**config.mk**
```make
export PLATFORM = sky130hd
export DESIGN_NAME = reset_source_controller
export DESIGN_NICKNAME = d
export VERILOG_FILES = /design/src/inc/rsc_pkg.sv /design/src/hdl/rsc_dip_filter.sv /design/src/hdl/rsc_startup_delay.sv /design/src/hdl/reset_source_controller.sv
export SDC_FILE = /design/constraint.sdc
export NUM_CORES = 1
export LEC_CHECK = 0
export BUFFER_PORTS_ARGS = -buffer_cell sky130_fd_sc_hd__buf_2
export CORE_ASPECT_RATIO = 1.75
export CORE_MARGIN = 8
export CORE_UTILIZATION = 46
export CTS_CLUSTER_SIZE = 20
export DETAILED_ROUTE_END_ITERATION = 10
export GPL_TIMING_DRIVEN = 0
export PLACE_DENSITY = 0.76
export SETUP_SLACK_MARGIN = 0.4
export SYNTH_ARGS = -nofsm -noshare
export SYNTH_HDL_FRONTEND = slang
export SYNTH_HIERARCHICAL = 1
export SYNTH_SLANG_ARGS = --single-unit
```
**constraint.sdc**
```tcl
create_clock -name clk -period 0.8 [get_ports clk]
set_input_delay 0.16 -clock clk [delete_from_list [all_inputs] [get_ports clk]]
set_output_delay 0.16 -clock clk [all_outputs]
set_load 0.005 [all_outputs]
```
**src/inc/rsc_pkg.sv**
```systemverilog
package rsc_pkg;

  // ---------------------------------------------------------------
  // timing
  // ---------------------------------------------------------------
  localparam int CLK_PERIOD_NS = 40;
  // shortest brown-out dip that counts, a least time so rounded up
  localparam int BOD_MIN_NS = 2000;
  localparam int BOD_CYC_INT = (BOD_MIN_NS + CLK_PERIOD_NS - 1) / CLK_PERIOD_NS;
  localparam int BOD_CW = 6;
  localparam logic [BOD_CW-1:0] BOD_CYC = BOD_CW'(BOD_CYC_INT);

  // start-up delay choices, picked by the clock select fuses
  localparam int DLY_CW = 17;
  localparam logic [DLY_CW-1:0] DLY0_DEF = 17'h00010;
  localparam logic [DLY_CW-1:0] DLY1_DEF = 17'h00400;
  localparam logic [DLY_CW-1:0] DLY2_DEF = 17'h01000;
  localparam logic [DLY_CW-1:0] DLY3_DEF = 17'h10000;
  localparam int CLOCK_SELECT_FUSES_W = 4;

  // ---------------------------------------------------------------
  // register map
  // ---------------------------------------------------------------
  localparam int AW = 8;
  localparam logic [AW-1:0] OFS_FLAGS = 8'h00;
  localparam logic [AW-1:0] OFS_IRQ_STAT = 8'h04;
  localparam logic [AW-1:0] OFS_IRQ_MASK = 8'h08;

  localparam int FLAG_W = 4;
  localparam int FLAG_POR_BIT = 0;
  localparam int FLAG_PIN_BIT = 1;
  localparam int FLAG_BO_BIT = 2;
  localparam int FLAG_WD_BIT = 3;
  localparam logic [FLAG_W-1:0] FLAGS_POR_VAL = 4'h1;

  localparam int EVT_W = 2;
  localparam int EVT_START_BIT = 0;
  localparam int EVT_DIP_BIT = 1;

  // ---------------------------------------------------------------
  // state types
  // ---------------------------------------------------------------
  typedef enum logic {
    RSC_COUNT = 1'b0,
    RSC_RUN = 1'b1
  } rsc_dly_phase_type;

  typedef struct packed {
    rsc_dly_phase_type phase;
    logic [DLY_CW-1:0] cnt;
  } rsc_dly_state_type;

  typedef struct packed {
    logic [BOD_CW-1:0] lowCnt;
    logic recog;
    logic dip;
  } rsc_filt_state_type;

  typedef struct packed {
    logic [FLAG_W-1:0] flags;
    logic [EVT_W-1:0] evt;
    logic [EVT_W-1:0] mask;
    logic wdPulse;
    logic wdPrev;
    logic holdPrev;
    logic fetch;
    logic ready;
    logic err;
    logic [31:0] rdata;
  } rsc_top_state_type;

  localparam rsc_top_state_type TOP_RST = '{
    flags: FLAGS_POR_VAL,
    holdPrev: 1'b1,
    default: '0
  };

endpackage

```
**src/hdl/rsc_dip_filter.sv**
```systemverilog
`timescale 1ns/1ps
`default_nettype none

module rsc_dip_filter #(
  parameter logic [rsc_pkg::BOD_CW-1:0] MIN_CYC = rsc_pkg::BOD_CYC
) (
  input wire logic clk,          // device clock
  input wire logic reset_n,      // power-on reset
  input wire logic enable,       // brown-out enable fuse
  input wire logic below,        // comparator: supply under trigger
  output logic recognised,       // qualified brown-out
  output logic dipRejected       // pulse: dip too short to count
);

  rsc_pkg::rsc_filt_state_type st_r, st_nxt;
  logic [rsc_pkg::BOD_CW-1:0] runLen_r;

  // ---------------------------------------------------------------
  // dip qualification
  // ---------------------------------------------------------------
  always_comb begin
    st_nxt = st_r;
    st_nxt.dip = 1'b0;
    if (enable && below) begin
      if (st_r.lowCnt != MIN_CYC) begin
        st_nxt.lowCnt = st_r.lowCnt + 1'b1;
      end
      st_nxt.recog = (st_nxt.lowCnt == MIN_CYC);
    end else begin
      st_nxt.dip = (st_r.lowCnt != '0) && !st_r.recog;
      st_nxt.lowCnt = '0;
      st_nxt.recog = 1'b0;
    end
  end

  always_ff @(posedge clk or negedge reset_n) begin
    if (!reset_n) begin
      st_r <= '0;
    end else begin
      st_r <= st_nxt;
    end
  end

  assign recognised = st_r.recog;
  assign dipRejected = st_r.dip;

  // independent run counter, read only by the checks below
  always_ff @(posedge clk or negedge reset_n) begin
    if (!reset_n) begin
      runLen_r <= '0;
    end else if (!(enable && below)) begin
      runLen_r <= '0;
    end else if (runLen_r != '1) begin
      runLen_r <= runLen_r + 1'b1;
    end
  end

  a_bod_short_ignored: assert property (
    @(posedge clk) disable iff (!reset_n) recognised |-> runLen_r >= MIN_CYC)
    else $error("brown-out recognised before minimum dip time");

  a_bod_fuse_gate: assert property (
    @(posedge clk) disable iff (!reset_n) !(enable && below) |=> !recognised)
    else $error("brown-out held without enabled low supply");

endmodule // rsc_dip_filter

`default_nettype wire

```
**src/hdl/rsc_startup_delay.sv**
```systemverilog
`timescale 1ns/1ps
`default_nettype none

module rsc_startup_delay (
  input wire logic clk,                            // device clock
  input wire logic srcClear_n,                     // low while any source active
  input wire logic [rsc_pkg::DLY_CW-1:0] limit,    // delay in cycles, at least 1
  output logic holdReset                           // internal reset
);

  rsc_pkg::rsc_dly_state_type st_r, st_nxt;

  // ---------------------------------------------------------------
  // delay counter
  // ---------------------------------------------------------------
  always_comb begin
    st_nxt = st_r;
    unique case (st_r.phase)
      rsc_pkg::RSC_COUNT: begin
        st_nxt.cnt = st_r.cnt + 1'b1;
        // >= so that a fuse change mid-count cannot stall the release
        if (st_r.cnt >= limit - 1'b1) begin
          st_nxt.phase = rsc_pkg::RSC_RUN;
        end
      end
      rsc_pkg::RSC_RUN: begin
        st_nxt.cnt = st_r.cnt;
      end
    endcase
  end

  always_ff @(posedge clk or negedge srcClear_n) begin
    if (!srcClear_n) begin
      st_r <= '0;
    end else begin
      st_r <= st_nxt;
    end
  end

  assign holdReset = (st_r.phase != rsc_pkg::RSC_RUN);

  a_run_sticky: assert property (
    @(posedge clk) disable iff (!srcClear_n)
    (st_r.phase == rsc_pkg::RSC_RUN) |=> (st_r.phase == rsc_pkg::RSC_RUN))
    else $error("release dropped without a reset source");

endmodule // rsc_startup_delay

`default_nettype wire

```
**src/hdl/reset_source_controller.sv**
```systemverilog
`timescale 1ns/1ps
`default_nettype none

// Function
// - reset I/O registers, then fetch reset vector
// - ports reset asynchronously by any source
// - fuse-selected delay stretches internal reset
// - exactly four sources, watchdog/brown-out gated
// - long pin low resets without clock
// - pin release starts delay counter
// - power-on holds, releases through delay
// - brown-out asserts immediately, releases through delay
// - brown-out needs minimum dip time
// - watchdog pulse one cycle, delay after
// - watchdog flag, cleared by power-on/write zero
// - brown-out flag, cleared by power-on/write zero
// - pin flag, cleared by power-on/write zero
// - power-on flag cleared only by write zero
// - flag bits seven to four read zero
module reset_source_controller #(
  parameter logic [rsc_pkg::DLY_CW-1:0] DELAY0_CYC = rsc_pkg::DLY0_DEF,
  parameter logic [rsc_pkg::DLY_CW-1:0] DELAY1_CYC = rsc_pkg::DLY1_DEF,
  parameter logic [rsc_pkg::DLY_CW-1:0] DELAY2_CYC = rsc_pkg::DLY2_DEF,
  parameter logic [rsc_pkg::DLY_CW-1:0] DELAY3_CYC = rsc_pkg::DLY3_DEF
) (
  input wire logic clk,                                  // device clock, 25 MHz
  input wire logic reset_n,                              // power-on detector, low below level
  input wire logic pinReset_n,                           // external reset pin level
  input wire logic brownoutLow,                          // supply under brown-out trigger
  input wire logic brownoutEnableFuse,                   // brown-out detector enabled
  input wire logic [rsc_pkg::CLOCK_SELECT_FUSES_W-1:0] clockSelectFuses, // delay choice
  input wire logic watchdogEnable,                       // watchdog running
  input wire logic watchdogTimeout,                      // watchdog period expired
  input wire logic psel,                                 // APB select
  input wire logic penable,                              // APB enable
  input wire logic pwrite,                               // APB write
  input wire logic [rsc_pkg::AW-1:0] paddr,              // APB byte address
  input wire logic [31:0] pwdata,                        // APB write data
  output logic [31:0] prdata,                            // APB read data
  output logic pready,                                   // APB ready
  output logic pslverr,                                  // APB unmapped access
  output logic portReset,                                // async I/O port reset
  output logic internalReset,                            // stretched core reset
  output logic fetchVector,                              // pulse: start at reset vector
  output logic irq                                       // level interrupt
);

  rsc_pkg::rsc_top_state_type st_r, st_nxt;

  logic bodRecognised;
  logic dipRejected;
  logic srcActive;
  logic [rsc_pkg::DLY_CW-1:0] delayLimit;
  logic access;
  logic loadPhase;
  logic wrDone;
  logic hit;
  logic [31:0] rdMux;
  logic [rsc_pkg::FLAG_W-1:0] flagSet;
  logic [rsc_pkg::EVT_W-1:0] evtSet;
  logic [rsc_pkg::DLY_CW-1:0] quietCnt_r;

  // ---------------------------------------------------------------
  // reset sources
  // ---------------------------------------------------------------
  rsc_dip_filter u_dip_filter (
    .clk(clk),
    .reset_n(reset_n),
    .enable(brownoutEnableFuse),
    .below(brownoutLow),
    .recognised(bodRecognised),
    .dipRejected(dipRejected)
  );

  // pin acts unclocked
  // any source needs no clock to hit the ports; filtered sources are
  // flop outputs so the async path stays glitch free
  assign srcActive = !reset_n || !pinReset_n || bodRecognised || st_r.wdPulse;
  assign portReset = srcActive;

  // ---------------------------------------------------------------
  // start-up delay
  // ---------------------------------------------------------------
  function automatic logic [rsc_pkg::DLY_CW-1:0] pickDelay(
    input logic [rsc_pkg::CLOCK_SELECT_FUSES_W-1:0] sel
  );
    logic [rsc_pkg::DLY_CW-1:0] d;
    d = DELAY0_CYC;
    unique case (sel[1:0])
      2'h0: d = DELAY0_CYC;
      2'h1: d = DELAY1_CYC;
      2'h2: d = DELAY2_CYC;
      2'h3: d = DELAY3_CYC;
    endcase
    return d;
  endfunction

  assign delayLimit = pickDelay(clockSelectFuses);

  rsc_startup_delay u_startup_delay (
    .clk(clk),
    .srcClear_n(!srcActive),
    .limit(delayLimit),
    .holdReset(internalReset)
  );

  // ---------------------------------------------------------------
  // APB decode
  // ---------------------------------------------------------------
  // one wait state: read data is registered in the first access cycle
  assign access = psel && penable;
  assign loadPhase = access && !st_r.ready;
  assign wrDone = access && st_r.ready && pwrite && !st_r.err;
  assign hit = (paddr == rsc_pkg::OFS_FLAGS) || (paddr == rsc_pkg::OFS_IRQ_STAT) ||
               (paddr == rsc_pkg::OFS_IRQ_MASK);

  always_comb begin
    rdMux = '0;
    unique case (paddr)
      rsc_pkg::OFS_FLAGS: rdMux[rsc_pkg::FLAG_W-1:0] = st_r.flags;
      rsc_pkg::OFS_IRQ_STAT: rdMux[rsc_pkg::EVT_W-1:0] = st_r.evt;
      rsc_pkg::OFS_IRQ_MASK: rdMux[rsc_pkg::EVT_W-1:0] = st_r.mask;
      default: rdMux = '0;
    endcase
  end

  // ---------------------------------------------------------------
  // next state
  // ---------------------------------------------------------------
  always_comb begin
    st_nxt = st_r;
    flagSet = '0;
    evtSet = '0;

    // one-cycle watchdog pulse
    // edge taken so a held timeout still yields one pulse
    st_nxt.wdPrev = watchdogTimeout;
    st_nxt.wdPulse = watchdogEnable && watchdogTimeout && !st_r.wdPrev;

    st_nxt.holdPrev = internalReset;
    st_nxt.fetch = st_r.holdPrev && !internalReset;

    flagSet[rsc_pkg::FLAG_WD_BIT] = st_r.wdPulse;
    flagSet[rsc_pkg::FLAG_BO_BIT] = bodRecognised;
    flagSet[rsc_pkg::FLAG_PIN_BIT] = !pinReset_n;

    // concurrent sources all flagged
    // a source present in the clearing cycle wins over the write
    if (wrDone && (paddr == rsc_pkg::OFS_FLAGS)) begin
      st_nxt.flags = (st_r.flags & pwdata[rsc_pkg::FLAG_W-1:0]) | flagSet;
    end else begin
      st_nxt.flags = st_r.flags | flagSet;
    end

    // interrupt events, write one to clear, set wins
    evtSet[rsc_pkg::EVT_START_BIT] = st_r.holdPrev && !internalReset;
    evtSet[rsc_pkg::EVT_DIP_BIT] = dipRejected;
    if (wrDone && (paddr == rsc_pkg::OFS_IRQ_STAT)) begin
      st_nxt.evt = (st_r.evt & ~pwdata[rsc_pkg::EVT_W-1:0]) | evtSet;
    end else begin
      st_nxt.evt = st_r.evt | evtSet;
    end
    if (wrDone && (paddr == rsc_pkg::OFS_IRQ_MASK)) begin
      st_nxt.mask = pwdata[rsc_pkg::EVT_W-1:0];
    end

    // bus answer
    st_nxt.ready = loadPhase;
    if (loadPhase) begin
      st_nxt.rdata = rdMux;
      st_nxt.err = !hit;
    end
  end

  // power-on sets flag
  // only power-on restarts this state; other resets keep the flags
  always_ff @(posedge clk or negedge reset_n) begin
    if (!reset_n) begin
      st_r <= rsc_pkg::TOP_RST;
    end else begin
      st_r <= st_nxt;
    end
  end

  assign prdata = st_r.rdata;
  assign pready = st_r.ready;
  assign pslverr = st_r.ready && st_r.err;
  assign fetchVector = st_r.fetch;
  assign irq = |(st_r.evt & st_r.mask);

  // ---------------------------------------------------------------
  // checks
  // ---------------------------------------------------------------
  // cycles since the last source went away, read only by the checks
  always_ff @(posedge clk or negedge reset_n) begin
    if (!reset_n) begin
      quietCnt_r <= '0;
    end else if (srcActive) begin
      quietCnt_r <= '0;
    end else if (quietCnt_r != '1) begin
      quietCnt_r <= quietCnt_r + 1'b1;
    end
  end

  a_port_src_follow: assert property (
    @(posedge clk) disable iff (!reset_n)
    (!pinReset_n || bodRecognised || st_r.wdPulse) |-> (portReset && internalReset))
    else $error("active source without port and internal reset");

  a_release_after_delay: assert property (
    @(posedge clk) disable iff (!reset_n)
    $fell(internalReset) |-> (quietCnt_r == delayLimit))
    else $error("internal reset released after wrong delay");

  a_fetch_on_release: assert property (
    @(posedge clk) disable iff (!reset_n)
    $fell(internalReset) |=> fetchVector ##1 !fetchVector)
    else $error("vector fetch not a single pulse at release");

  a_wd_pulse_width: assert property (
    @(posedge clk) disable iff (!reset_n)
    $rose(st_r.wdPulse) |=> (!st_r.wdPulse && internalReset))
    else $error("watchdog pulse not one cycle or delay skipped");

  a_wd_flag_set: assert property (
    @(posedge clk) disable iff (!reset_n)
    st_r.wdPulse |=> st_r.flags[rsc_pkg::FLAG_WD_BIT])
    else $error("watchdog flag not set");

  a_bo_flag_set: assert property (
    @(posedge clk) disable iff (!reset_n)
    bodRecognised |=> st_r.flags[rsc_pkg::FLAG_BO_BIT])
    else $error("brown-out flag not set");

  a_pin_flag_set: assert property (
    @(posedge clk) disable iff (!reset_n)
    !pinReset_n |=> st_r.flags[rsc_pkg::FLAG_PIN_BIT])
    else $error("pin flag not set");

  a_por_flag_keep: assert property (
    @(posedge clk) disable iff (!reset_n)
    (st_r.flags[rsc_pkg::FLAG_POR_BIT] &&
     !(wrDone && (paddr == rsc_pkg::OFS_FLAGS) && !pwdata[rsc_pkg::FLAG_POR_BIT]))
    |=> st_r.flags[rsc_pkg::FLAG_POR_BIT])
    else $error("power-on flag lost without a zero write");

  a_flag_rsvd_zero: assert property (
    @(posedge clk) disable iff (!reset_n)
    (loadPhase && (paddr == rsc_pkg::OFS_FLAGS)) |=> (prdata[31:rsc_pkg::FLAG_W] == '0))
    else $error("reserved flag bits read nonzero");

  a_irq_level: assert property (
    @(posedge clk) disable iff (!reset_n)
    (st_r.evt[rsc_pkg::EVT_DIP_BIT] && st_r.mask[rsc_pkg::EVT_DIP_BIT]) |-> irq)
    else $error("unmasked event without interrupt");

  // ---------------------------------------------------------------
  // bus, watchdog, source, event and flag checks
  // ---------------------------------------------------------------
  a_ready_one_cycle: assert property (
    @(posedge clk) disable iff (!reset_n)
    pready |=> !pready)
    else $error("bus ready held longer than one cycle");

  a_err_unmapped: assert property (
    @(posedge clk) disable iff (!reset_n)
    (loadPhase && !hit) |=> pslverr)
    else $error("unmapped access without error response");

  a_wd_gated: assert property (
    @(posedge clk) disable iff (!reset_n)
    !watchdogEnable |=> !st_r.wdPulse)
    else $error("watchdog pulse while watchdog disabled");

  a_wd_edge_only: assert property (
    @(posedge clk) disable iff (!reset_n)
    st_r.wdPrev |=> !st_r.wdPulse)
    else $error("watchdog pulse from a held timeout");

  a_wd_delay_start: assert property (
    @(posedge clk) disable iff (!reset_n)
    $fell(st_r.wdPulse) |-> ((quietCnt_r == '0) && internalReset))
    else $error("delay not restarted at watchdog pulse end");

  a_src_holds_core: assert property (
    @(posedge clk) disable iff (!reset_n)
    srcActive |-> internalReset)
    else $error("core reset released while a source is active");

  a_dip_event: assert property (
    @(posedge clk) disable iff (!reset_n)
    dipRejected |=> st_r.evt[rsc_pkg::EVT_DIP_BIT])
    else $error("short dip not reported");

  a_start_event: assert property (
    @(posedge clk) disable iff (!reset_n)
    fetchVector |-> st_r.evt[rsc_pkg::EVT_START_BIT])
    else $error("release not reported with vector fetch");

  // zero writes clear a flag unless its source fires in the same cycle
  a_wd_flag_clear: assert property (
    @(posedge clk) disable iff (!reset_n)
    (wrDone && (paddr == rsc_pkg::OFS_FLAGS) &&
     !pwdata[rsc_pkg::FLAG_WD_BIT] && !st_r.wdPulse)
    |=> !st_r.flags[rsc_pkg::FLAG_WD_BIT])
    else $error("watchdog flag survived a zero write");

  a_bo_flag_clear: assert property (
    @(posedge clk) disable iff (!reset_n)
    (wrDone && (paddr == rsc_pkg::OFS_FLAGS) &&
     !pwdata[rsc_pkg::FLAG_BO_BIT] && !bodRecognised)
    |=> !st_r.flags[rsc_pkg::FLAG_BO_BIT])
    else $error("brown-out flag survived a zero write");

  a_pin_flag_clear: assert property (
    @(posedge clk) disable iff (!reset_n)
    (wrDone && (paddr == rsc_pkg::OFS_FLAGS) &&
     !pwdata[rsc_pkg::FLAG_PIN_BIT] && pinReset_n)
    |=> !st_r.flags[rsc_pkg::FLAG_PIN_BIT])
    else $error("pin flag survived a zero write");

endmodule // reset_source_controller

`default_nettype wire

```
## Word level (Yosys, flattened, before mapping)

Index checks and enable logic that the tools add are counted.

- Register bits after elaboration: 44
- Output and inout port bits: 38
- Logic and storage cells: 77

- Add/subtract/negate cells: 3
- $lt $le $gt $ge: 1
- Eq/ne operators: 7
- Multiplexer cells: 12
- Bitwise operators: 9
- Reduce and logical (&&, ||, !) cells: 30

Operator list:

| cell | count |
|---|---|
| 17-bit case mux with 4 select lines | 1 |
| 17-bit by 1-bit adder with 17-bit output (second input constant) | 1 |
| 17-bit >= comparator | 1 |
| 17-bit two-way mux | 1 |
| 17-bit by 1-bit subtractor with 17-bit output (second input constant) | 1 |
| 1-bit logical AND | 14 |
| 6-bit two-way mux | 2 |
| 8-bit by 3-bit == test with 1-bit output (second input constant) | 1 |
| 8-bit by 4-bit == test with 1-bit output (second input constant) | 1 |
| 8-bit logical NOT | 1 |
| 4-bit bitwise OR | 2 |
| 1-bit logical NOT | 7 |
| 7-bit two-way mux | 1 |
| 6-bit by 1-bit adder with 6-bit output (second input constant) | 1 |
| 6-bit == test (second input constant) | 1 |
| 6-bit inequality test (second input constant) | 1 |
| 2-bit case mux with 3 select lines | 1 |
| 6-bit nonzero test | 1 |
| 1-bit logical OR | 5 |
| 2-bit bitwise AND | 2 |
| 4-bit bitwise AND | 1 |
| 2-bit == test (second input constant) | 2 |
| 2-bit two-way mux | 2 |
| 4-bit two-way mux | 1 |
| other kinds (7) | 10 |

## Logic depth before layout (Yosys ltp)

Gate-level depths: netlist of the first run.

- Depth in word-level cells: 6
- Gate-level depth with buffers: 10
- Depth with buffers taken out: 10

## Modules after synthesis

Netlist of the first run, hierarchy kept.

Modules (own cells, without submodules):

| module | times used | cells an instance | area an instance (um^2) | sequential area each (um^2) |
|---|---|---|---|---|
| rsc_startup_delay | 1 | 139 | 1387.6 | 450.4 |
| reset_source_controller | 1 | 112 | 1098.6 | 452.9 |
| rsc_dip_filter | 1 | 39 | 402.9 | 200.2 |

## Least setup slack after synthesis of the first run

Ideal clock, no wire load.

- Path kind: input-to-reg
- Start: input clockSelectFuses[1] (netlist name)
- End: register u_startup_delay/st_r[17] (netlist name)
- Arrival time: 2243 ps
- Setup slack: -1529 ps
- Stages: 9
- Cell sequence: nor2_1 or4b_1 nor4_4 or3b_1 xor2_1 ha_1 o2111a_1 o2111ai_1 o211ai_1

RTL lines:

| item | RTL line | text |
|---|---|---|
| start, declared | reset_source_controller.sv:31 | `input wire logic [rsc_pkg::CLOCK_SELECT_FUSES_W-1:0] clockSelectFuses,` |
| end signal, assigned | rsc_startup_delay.sv:36 | `st_r <= st_nxt;` |
| end, declared | rsc_startup_delay.sv:11 | `rsc_pkg::rsc_dly_state_type st_r, st_nxt;` |

==> flow_summary.toml, run 1 <==
[synthesis]
synth_area_leaders = "dfrtp_1, ha_1, buf_4, xnor2_1, nor2_1"
synthCells = 290
synth-seq-cells = 44
synth_most_common_cell = "dfrtp_1"
synth-seq-area-share_pct = 38.20
synthTopCellsByCount = "dfrtp_1, buf_4, xnor2_1"
syn_area_per_cell_um2 = 9.962
synth_ff_type = "dfrtp_1"
syn_area_um2 = 2889
yosys_warnings = 6
synth_cell_types = 50
synth_edf_count = 0
yosysTopAreaCell = "dfrtp_1"
synth.top_cell.area_share_pct = 36.38
async_flop_share_pct = 100.0

[detailed_routing]
vias_per_cell = 4.675
drc = 0
post_drt_wl_per_cell_um = 14.55
ant_nets = 0
drt_iter0_markers = 72
vias = 2403
wl_um = 7480
firstDrtPassIters = 4

[placed_design]
placedCellCount = 470
routabilityCongestion = 0.7938
dp_slack_ns = -1.912
numPortBuffers = 32
dp_hpwl_um = 4950

[timing]
setup_viol = 69
setup_ws_ns = -1.404
fmax_ghz = 0.4536
fin_crit_sh_pct = 275.6
setup_tns_ns = -24.22
rsz0062_at_grt = "yes"
hold_slack_ns = -0.1947
slew_viol_final = 0
fin_worst_skew_ns = 0.007820
min_period_ns = 2.204
hold_viol_final = 24

[power]
power_mw = 6.116
leakagePower_nw = 2.081
pwr-share-clk_pct = 21.9
ir_drop_mv = 0.9703
power_density_nw_per_um2 = 1388
intPower_mw = 4.170
swShare_pct = 31.82
p_switching_mw = 1.946
seqPwrFrac_pct = 45.2
p_comb_share_pct = 32.9

[die]
fp.dieH_um = 120.8
ios = 92
core_area_um2 = 6133
die_area_um2 = 9172
fp-row-count = 38
fp.dieW_um = 75.91
start_util_pct = 47.10

[finish]
fillers = 427
diodes = 0
drive_gt1_share_pct = 41.47
nets = 509
fin_cells = 514
final_util_pct = 71.83
area_growth_pct = 52.49

[grt]
grt_max_degree = 28
grt_pass1_vias = 2532
overflow = 0
grt_use_total_pct = 15.73
grt_pass1_wl_um = 11670
antenna_found_initial = 0

[run_status]
outcome = "finished with violations"
violations = "negative hold slack, negative setup slack"

[clocking]
htree_num_levels = 2
clock-sinks = 44
root_buffer = "clkbuf_8"
cts_buffer_depth = 2
cts_tree = "yes"
clkTransAtPathRegs_ns = 0.08
cts_inserted_buffers = 5
clock_latency_ns = 0.29

[worst_setup_path]
cp.arrival_ns = 2.41
worst_setup_path_end_kind = "flip-flop"
crit_buf_inv = 1
crit_fanout = 4
cp-start-kind = "input port"
cp.required_ns = 1.01
critPathTopFamily = "simple AND/OR/NAND/NOR gates"
worstPathCellList = "buf_8 > nor2_4 > or4b_4 > nor4_4 > or3b_1 > xor2_1 > ha_1 > o2111a_1 > o2111ai_1 > o211ai_1"
critPathMaxStageDelay_ns = 0.56
crit_slowest_cell = "or4b_4"
worstSetupPathType = "input port to flip-flop"

[min_path]
hp-class = "input port to asynchronous set/reset pin"

[job]
maxCapViolCount = 0
routing by layer:
| metal | global-route usage (%) | up-vias | part of all wire, % |
|---|---|---|---|
| met5 | 0 | - | 0 |
| met4 | 8.395 | 0 | 4.1 |
| met3 | 3.046 | 19 | 4.2 |
| met2 | 30.59 | 63 | 57 |
| met1 | 14.95 | 1121 | 35 |
| li1 | - | 1200 | - |
final timing paths:
check	slack (ns)	to	depth (start not counted)	from
worst min register to register	0.41	flagSet[3]	1	st_r[36]
min in group clk	0.01	st_r[36]	1	watchdogTimeout
worst min-delay path	-0.19	u_dip_filter/dipRejected	1	reset_n
max in group asynchronous	-0.11	u_startup_delay/st_r[0]	5	flagSet[3]
worst max-delay path	-1.40	u_startup_delay/st_r[17]	10	clockSelectFuses[1]
worst max register to register	-0.88	u_startup_delay/st_r[17]	5	u_startup_delay/st_r[9]
worst register-to-register path, cell delays in order, from the launching register on:
cell and delay, ns:
dfrtp_1 0.46, ha_1 0.32, nand4_1 0.17, a31oi_1 0.09, o41ai_2 0.37, o211ai_1 0.13
registers in the layout, summed over array words and instances (netlist names):
name / count
u_dip_filter/recognised: 1
prdata: 4
fetchVector: 1
pready: 1
u_startup_delay/st_r: 18
st_r: 11
flagSet: 1
u_dip_filter/dipRejected: 1
u_dip_filter/st_r: 6
kinds of logic after synthesis:
kind of cell / after synthesis / share of synthesized area, %
adder cells (fa/ha/maj): 22 / 9.528
flip-flops: 44 / 38.20
multiplexers: 6 / 2.209
buffers and inverters: 46 / 10.13
AO/OA/AOI/OAI: 30 / 7.709
XOR/XNOR: 35 / 10.61
other: 1 / 0.1298
AND/OR/NAND/NOR: 106 / 21.48
cells in the final DEF (no fill, tap or decap), types with 3 or more instances in the layout:
cell,instances
ha_4,5
nand2_1,15
ha_1,17
nor2_1,19
a31oi_1,4
nor2b_1,4
nor4_4,6
buf_2,21
buf_12,5
nand3_1,6
nand3b_1,4
inv_1,8
buf_6,24
nand4_1,6
a21oi_1,4
nor2b_4,3
buf_4,46
nor3_1,3
xnor2_1,25
dfrtp_2,9
nor2_4,3
xor2_1,6
o31ai_4,3
dfrtp_1,33
clkbuf_8,5
conb_1,69
nor3_4,3
power by group through the flow:
| stage | registers (mW) | clock network, mW | logic (mW) |
|---|---|---|---|
| 6_report | 2.77 | 1.34 | 2.01 |
| 5_1_grt | 2.80 | 1.46 | 2.23 |
| 4_1_cts | 2.76 | 1.39 | 1.85 |
| 3_5_place_dp | 2.79 | 0 | 1.57 |
| 3_3_place_gp | 2.79 | 0 | 1.49 |
| 2_1_floorplan | 2.73 | 0 | 1.22 |
through the flow:
step,instance area (um2),hold slack (ns)
global placement,3628,0.2058
CTS,4182,-0.1212
finish,4405,-0.1947
global route,4405,-0.1743
floorplan,3368,-0.1356
detailed placement,3628,0.2079
cell type report:
cell class / instances / area (um2) / share of cell area, %
inverters: 13 / 60.06 / 1.363
repair buffers: 68 / 630.6 / 14.31
plain buffers: 33 / 280.3 / 6.362
multi-input cells: 268 / 2138 / 48.54
well taps: 80 / 100.1 / 2.272
flip-flops and latches: 44 / 1115 / 25.31
clock inverters: 1 / 5.005 / 0.1136
clock buffers: 7 / 76.32 / 1.732
what timing repair did:
item,CTS,global route
endpoints found under the setup margin,71,73
gates resized for setup,44,29
setup buffers,25,10
endpoints found under the hold margin,25,24
cloned,1,0
pin swaps,20,21
No activity file was read; power rests on OpenSTA's default activity.
==> run 2: changes to the inputs <==
--- a/config.mk
+++ b/config.mk
@@ -5,14 +5,15 @@
 export SDC_FILE = /design/constraint.sdc
 export NUM_CORES = 1
 export LEC_CHECK = 0
+export ABC_AREA = 1
 export BUFFER_PORTS_ARGS = -buffer_cell sky130_fd_sc_hd__buf_2
 export CORE_ASPECT_RATIO = 1.75
 export CORE_MARGIN = 8
-export CORE_UTILIZATION = 46
+export CORE_UTILIZATION = 48
 export CTS_CLUSTER_SIZE = 20
 export DETAILED_ROUTE_END_ITERATION = 10
 export GPL_TIMING_DRIVEN = 0
-export PLACE_DENSITY = 0.76
+export PLACE_DENSITY = 0.78
 export SETUP_SLACK_MARGIN = 0.4
 export SYNTH_ARGS = -nofsm -noshare
 export SYNTH_HDL_FRONTEND = slang
==> run 2 against run 1 <==
Net effect:
- the run still ends with negative hold slack, negative setup slack left
- power up 22%
- critical path depth grew 4
- register-to-register slack gained 0.19 ns
- routed wire length up 21%
- clock skew is 0.0041 ns lower
- sequential share of layout area decreased by 1.7 points
- critical path type unchanged
==> flow_summary.toml, run 2 <==
[synthesis]
synth-seq-area-share_pct = 34.52
synth_compound_area_share_pct = 4.188
syn_area_per_cell_um2 = 7.400
synthAdderAreaFrac_pct = 8.611
synth-seq-cells = 44
yosysTopAreaCell = "dfrtp_1"
synth_edf_count = 0
synth.top_cell.area_share_pct = 32.88
async_flop_share_pct = 100.0
synth_top_family_by_area = "simple AND/OR/NAND/NOR gates"
synth_simple_gate_area_share_pct = 30.61
synth_ff_type = "dfrtp_1"
synth_area_leaders = "dfrtp_1, nand2_1, ha_1, buf_4, inv_1"
yosys_warnings = 6
synthTopCellsByCount = "nand2_1, inv_1, nor2_1"
synthXorXnorAreaFrac_pct = 7.123
synth_cell_types = 30
synth_most_common_cell = "nand2_1"
syn_area_um2 = 3197
synthCells = 432
muxShareOfSynthArea_pct = 0

[clocking]
clock_latency_ns = 0.28
cts_tree = "yes"
root_buffer = "clkbuf_16"
htree_num_levels = 2
clock-sinks = 44
clkTransAtPathRegs_ns = 0.06
cts_inserted_buffers = 5
cts_buffer_depth = 2

[finish]
final_area_um2 = 4698
regMostFlops = "u_startup_delay/st_r"
final_cell_mix = "nand2_1, conb_1, inv_1"
largest_register_ffs = 18
nets = 649
multi_input_area_um2 = 2268
seq_area_um2 = 1110
area_growth_pct = 46.97
drive_gt1_share_pct = 37.28
diodes = 0
fillers = 480
final_util_pct = 72.39
fin_cells = 656
reg_top3 = "u_startup_delay/st_r (18), st_r (11), u_dip_filter/st_r (6)"
final_common_cell = "nand2_1"

[worst_setup_path]
critPathTopFamily = "simple AND/OR/NAND/NOR gates"
cp.arrival_ns = 1.73
crit_buf_inv = 2
worstPathCellList = "buf_8 > nor2_4 > nor2_2 > nand2_1 > nor2_2 > nand4_1 > xor2_1 > ha_1 > nand2_1 > inv_1 > nand4_1 > nor2_1 > nor3_1 > nand2_1"
cp-start-kind = "input port"
critPathMaxStageDelay_ns = 0.29
cpMostUsedCell = "nand2_1"
cp.required_ns = 0.97
crit_slowest_cell = "ha_1"
worstSetupPathType = "input port to flip-flop"
worst_setup_path_end_kind = "flip-flop"
crit_fanout = 4

[die]
core_area_um2 = 6490
fp.dieH_um = 124.0
die_area_um2 = 9630
fp-row-count = 39
ios = 92
start_util_pct = 49.26
fp.dieW_um = 77.69

[timing]
min_period_ns = 1.557
slew_viol_final = 0
setup_viol = 54
setup_ws_ns = -0.7570
fin_worst_skew_ns = 0.003742
hold_viol_final = 25
fin_crit_sh_pct = 194.6
fmax_ghz = 0.6422
hold_slack_ns = -0.2188
rsz0062_at_grt = "yes"

[run_status]
outcome = "finished with violations"
violations = "negative hold slack, negative setup slack"

[grt]
grt_use_total_pct = 16.85
overflow = 0
grt_max_degree = 28
grt_pass1_wl_um = 13280
grt_pass1_vias = 3087
antenna_found_initial = 0

[power]
p_switching_mw = 2.564
pwr-share-clk_pct = 26.5
seqPwrFrac_pct = 37.8
ir_drop_mv = 1.023
power_mw = 7.480
power_density_nw_per_um2 = 1592
leakagePower_nw = 2.416
intPower_mw = 4.915
p_comb_share_pct = 35.7
swShare_pct = 34.28

[placed_design]
routabilityCongestion = 0.8943
placed_area_um2 = 3809
numPortBuffers = 33
dp_hpwl_um = 5697
placedCellCount = 612

[detailed_routing]
post_drt_wl_per_cell_um = 13.79
firstDrtPassIters = 4
drt_iter0_markers = 85
vias_per_cell = 4.768
ant_nets = 0
drc = 0
wl_um = 9045
vias = 3128

[min_path]
hp-class = "input port to asynchronous set/reset pin"

[job]
maxCapViolCount = 0
[run 2: cell type report]
class	instances	share of cell area [%]
clock buffers	6	2.743
clock inverters	2	0.2663
inverters	61	5.060
plain buffers	33	5.672
flip-flops and latches	44	23.62
well taps	82	2.184
repair buffers	69	12.17
multi-input cells	359	48.28
[run 2: logic make-up (layout without fill, tap and decap cells)]
logic type,after synthesis,count (layout)
AND/OR/NAND/NOR,221,221
adder cells (fa/ha/maj),22,22
other,1,66
AO/OA/AOI/OAI,24,24
flip-flops,44,44
buffers and inverters,94,171
XOR/XNOR,26,26
[run 2: timing repair]
| item | 4_1_cts | 5_1_grt |
|---|---|---|
| hold endpoints to repair | 25 | 24 |
| resized for setup | 68 | 50 |
| setup endpoints to repair | 71 | 71 |
| buffers inserted | 22 | 14 |
| pin swaps | 39 | 36 |
[run 2: path summary, 6_finish.rpt]
check / startpoint / to / slack, ns / cells after the start
worst min-delay path: reset_n / u_dip_filter/st_r[7] / -0.22 / 1
min in group clk: watchdogTimeout / st_r[36] / 0 / 1
worst max register to register: u_startup_delay/st_r[1] / u_startup_delay/st_r[14] / -0.69 / 8
worst max-delay path: clockSelectFuses[0] / u_startup_delay/st_r[17] / -0.76 / 14
worst min register to register: st_r[36] / flagSet[3] / 0.40 / 1
max in group asynchronous: u_dip_filter/recognised / u_startup_delay/st_r[2] / 0 / 5
[run 2: power groups by stage]
stage | Combinational [mW] | Sequential, mW | Clock, mW
after CTS | 2.25 | 2.77 | 2.00
after global placement | 1.61 | 2.81 | 0
after global routing | 2.96 | 2.86 | 2.12
after detailed placement | 1.71 | 2.83 | 0
final | 2.67 | 2.83 | 1.98
after floorplan | 1.33 | 2.75 | 0
[run 2: layer usage]
metal  routed length (um)  up-vias  track usage [%]
li1                     -     1529                -
met1                 2933     1466            14.22
met4                  404        0            9.264
met2                 5263       98            34.44
met5                    0        -                0
met3                  443       35            3.902
[run 2: through the flow]
step	worst slack (ns)	setup TNS, ns
final	-0.7570	-19.21
after global routing	-0.8910	-22.39
after CTS	-0.7683	-16.83
after detailed placement	-1.206	-22.12
after global placement	-1.173	-20.45
after floorplan	-0.4511	-8.614
==> run 3: changes to the inputs <==
==> constraint.sdc (replaced) <==
create_clock -name clk -period 0.8 [get_ports clk]
set_input_delay 0.04 -clock clk [delete_from_list [all_inputs] [get_ports clk]]
set_output_delay 0.04 -clock clk [all_outputs]
set_load 0.005 [all_outputs]
==> run 3 against run 2 <==
Net effect:
- final cell count rose by 0.61%
- routed wire length rose by 1.5%
- critical path depth fell by 4
- clock power rose by 18%
- combinational power rose by 15%
- the flow still finishes with violations (negative hold slack, negative setup slack)
==> flow_summary.toml, run 3 (synthesis results as in run 2) <==
[power]
ir_drop_mv = 1.192
leakagePower_nw = 2.451
power_density_nw_per_um2 = 1736
power_mw = 8.267

[min_path]
hp-class = "input port to asynchronous set/reset pin"

[clocking]
cts_buffer_depth = 2
htree_num_levels = 2
clkTransAtPathRegs_ns = 0.06
cts_inserted_buffers = 5
root_buffer = "clkbuf_16"
clock_latency_ns = 0.29
cts_tree = "yes"
clock-sinks = 44

[timing]
hold_slack_ns = -0.2393
setup_ws_ns = -0.6848
setup_tns_ns = -18.73
setup_viol = 52
min_period_ns = 1.485
slew_viol_final = 0
hold_viol_final = 28
rsz0062_at_grt = "yes"
worst_pin_slew_ns = 0.6104
relSlewSlack_pct = 59.31
fmax_ghz = 0.6735
fin_worst_skew_ns = 0.003808
fin_crit_sh_pct = 185.6

[placed_design]
dp_hpwl_um = 5801
placedCellCount = 612
placed_area_um2 = 3804
numPortBuffers = 33
routabilityCongestion = 0.9100

[finish]
area_growth_pct = 49.00
final_common_cell = "nand2_1"
fillers = 446
reg_top3 = "u_startup_delay/st_r (18), st_r (11), u_dip_filter/st_r (6)"
final_cell_mix = "nand2_1, conb_1, buf_4"
largest_register_ffs = 18
regMostFlops = "u_startup_delay/st_r"
diodes = 0
final_area_um2 = 4763
fin_cells = 660
nets = 653
drive_gt1_share_pct = 38.06

[grt]
overflow = 0
antenna_found_initial = 0
grt_pass1_vias = 3331
grt_max_degree = 28
grt_use_total_pct = 17.42
grt_pass1_wl_um = 13800

[die]
start_util_pct = 49.26
die_area_um2 = 9630
fp.dieH_um = 124.0
fp.dieW_um = 77.69
fp-row-count = 39
ios = 92
core_area_um2 = 6490

[run_status]
violations = "negative hold slack, negative setup slack"
outcome = "finished with violations"

[worst_setup_path]
worstSetupPathType = "flip-flop to flip-flop"
cp.required_ns = 1.03
reg2reg_depth = 10
crit_buf_inv = 3
cpMostUsedCell = "nand2_1"
regToRegStartpoint = "u_startup_delay/st_r[1]"
critPathMaxStageDelay_ns = 0.41
crit_fanout = 4
cp-start-kind = "flip-flop"
crit_slowest_cell = "dfrtp_1"
critPathTopFamily = "simple AND/OR/NAND/NOR gates"
cp.arrival_ns = 1.72
timing.rr.end = "u_startup_delay/st_r[10]"
worst_setup_path_end_kind = "flip-flop"
r2r_slack_ns = -0.68
worstPathCellList = "buf_6 > ha_4 > inv_4 > nor2_4 > nand2_4 > nor3_4 > nand2_1 > nand2_1 > nand2_1 > inv_1"

[detailed_routing]
drt_iter0_markers = 152
firstDrtPassIters = 6
wl_um = 9182
vias = 3240
post_drt_wl_per_cell_um = 13.91
vias_per_cell = 4.909
drc = 0
ant_nets = 0

[job]
maxCapViolCount = 0
run 3: cell types whose count changed in the layout (fill, tap and decap cells not counted), sizes merged:
cell	change
buf	+4
clkinv	+2
inv	-2
bufinv	+1
clkinvlp	-1
run 3: how the worst max path moves through the flow:
stage	start	to	cells past startpoint
after floorplan	u_startup_delay/st_r[1]	u_startup_delay/st_r[14]	8
after global placement	clockSelectFuses[0]	u_startup_delay/st_r[17]	17
after detailed placement	clockSelectFuses[1]	u_startup_delay/st_r[17]	17
after CTS	clockSelectFuses[0]	u_startup_delay/st_r[17]	17
after global routing	clockSelectFuses[0]	u_startup_delay/st_r[17]	16
final	u_startup_delay/st_r[1]	u_startup_delay/st_r[10]	10
run 3: metrics by stage:
stage	hold WS, ns	setup WS (ns)	utilization, %
2_1_floorplan	-0.2556	-0.4511	-
3_3_place_gp	0.06306	-1.085	58.61
3_5_place_dp	0.07758	-1.155	58.61
4_1_cts	-0.2228	-0.7116	68.92
5_1_grt	-0.1945	-0.8519	73.40
6_report	-0.2393	-0.6848	73.40
run 3: repair_timing:
action                                 4_1_cts  5_1_grt
pin swaps                                   44       33
gates resized for setup                     85       49
setup endpoints to repair                   71       71
endpoints found under the hold margin       29       29
setup buffers                               23       17
gates cloned                                 0        0
run 3: layer usage:
metal	wire length, um	share of wire [%]	global-route usage (%)
met1	2965	32	14.22
met2	5369	58	36.43
met3	445	4.8	3.829
met4	401	4.4	9.264
met5	0	0	0
run 3: worst register-to-register path: stages, from the launching register on:
cell and delay, ns:
dfrtp_1 0.41, buf_6 0.13, ha_4 0.16, inv_4 0.04, nor2_4 0.13, nand2_4 0.10, nor3_4 0.19, nand2_1 0.10
nand2_1 0.09, nand2_1 0.05, inv_1 0.04
run 3: area by class of cell:
cell class	instances	area (um2)	area share [%]
Clock inverter	2	35.03	0.7355
Buffer	33	266.5	5.595
Timing Repair Buffer	73	594.3	12.48
Clock buffer	6	128.9	2.706
Inverter	61	250.2	5.253
Sequential cell	44	1111	23.33
Multi-Input combinational cell	359	2275	47.75
Tap cell	82	102.6	2.154
run 3: report_power, final:
| part | internal [mW] | switching (mW) |
|---|---|---|
| registers | 2.49 | 0.378 |
| logic | 1.50 | 1.56 |
| clock network | 1.47 | 0.862 |
| total | 5.47 | 2.80 |
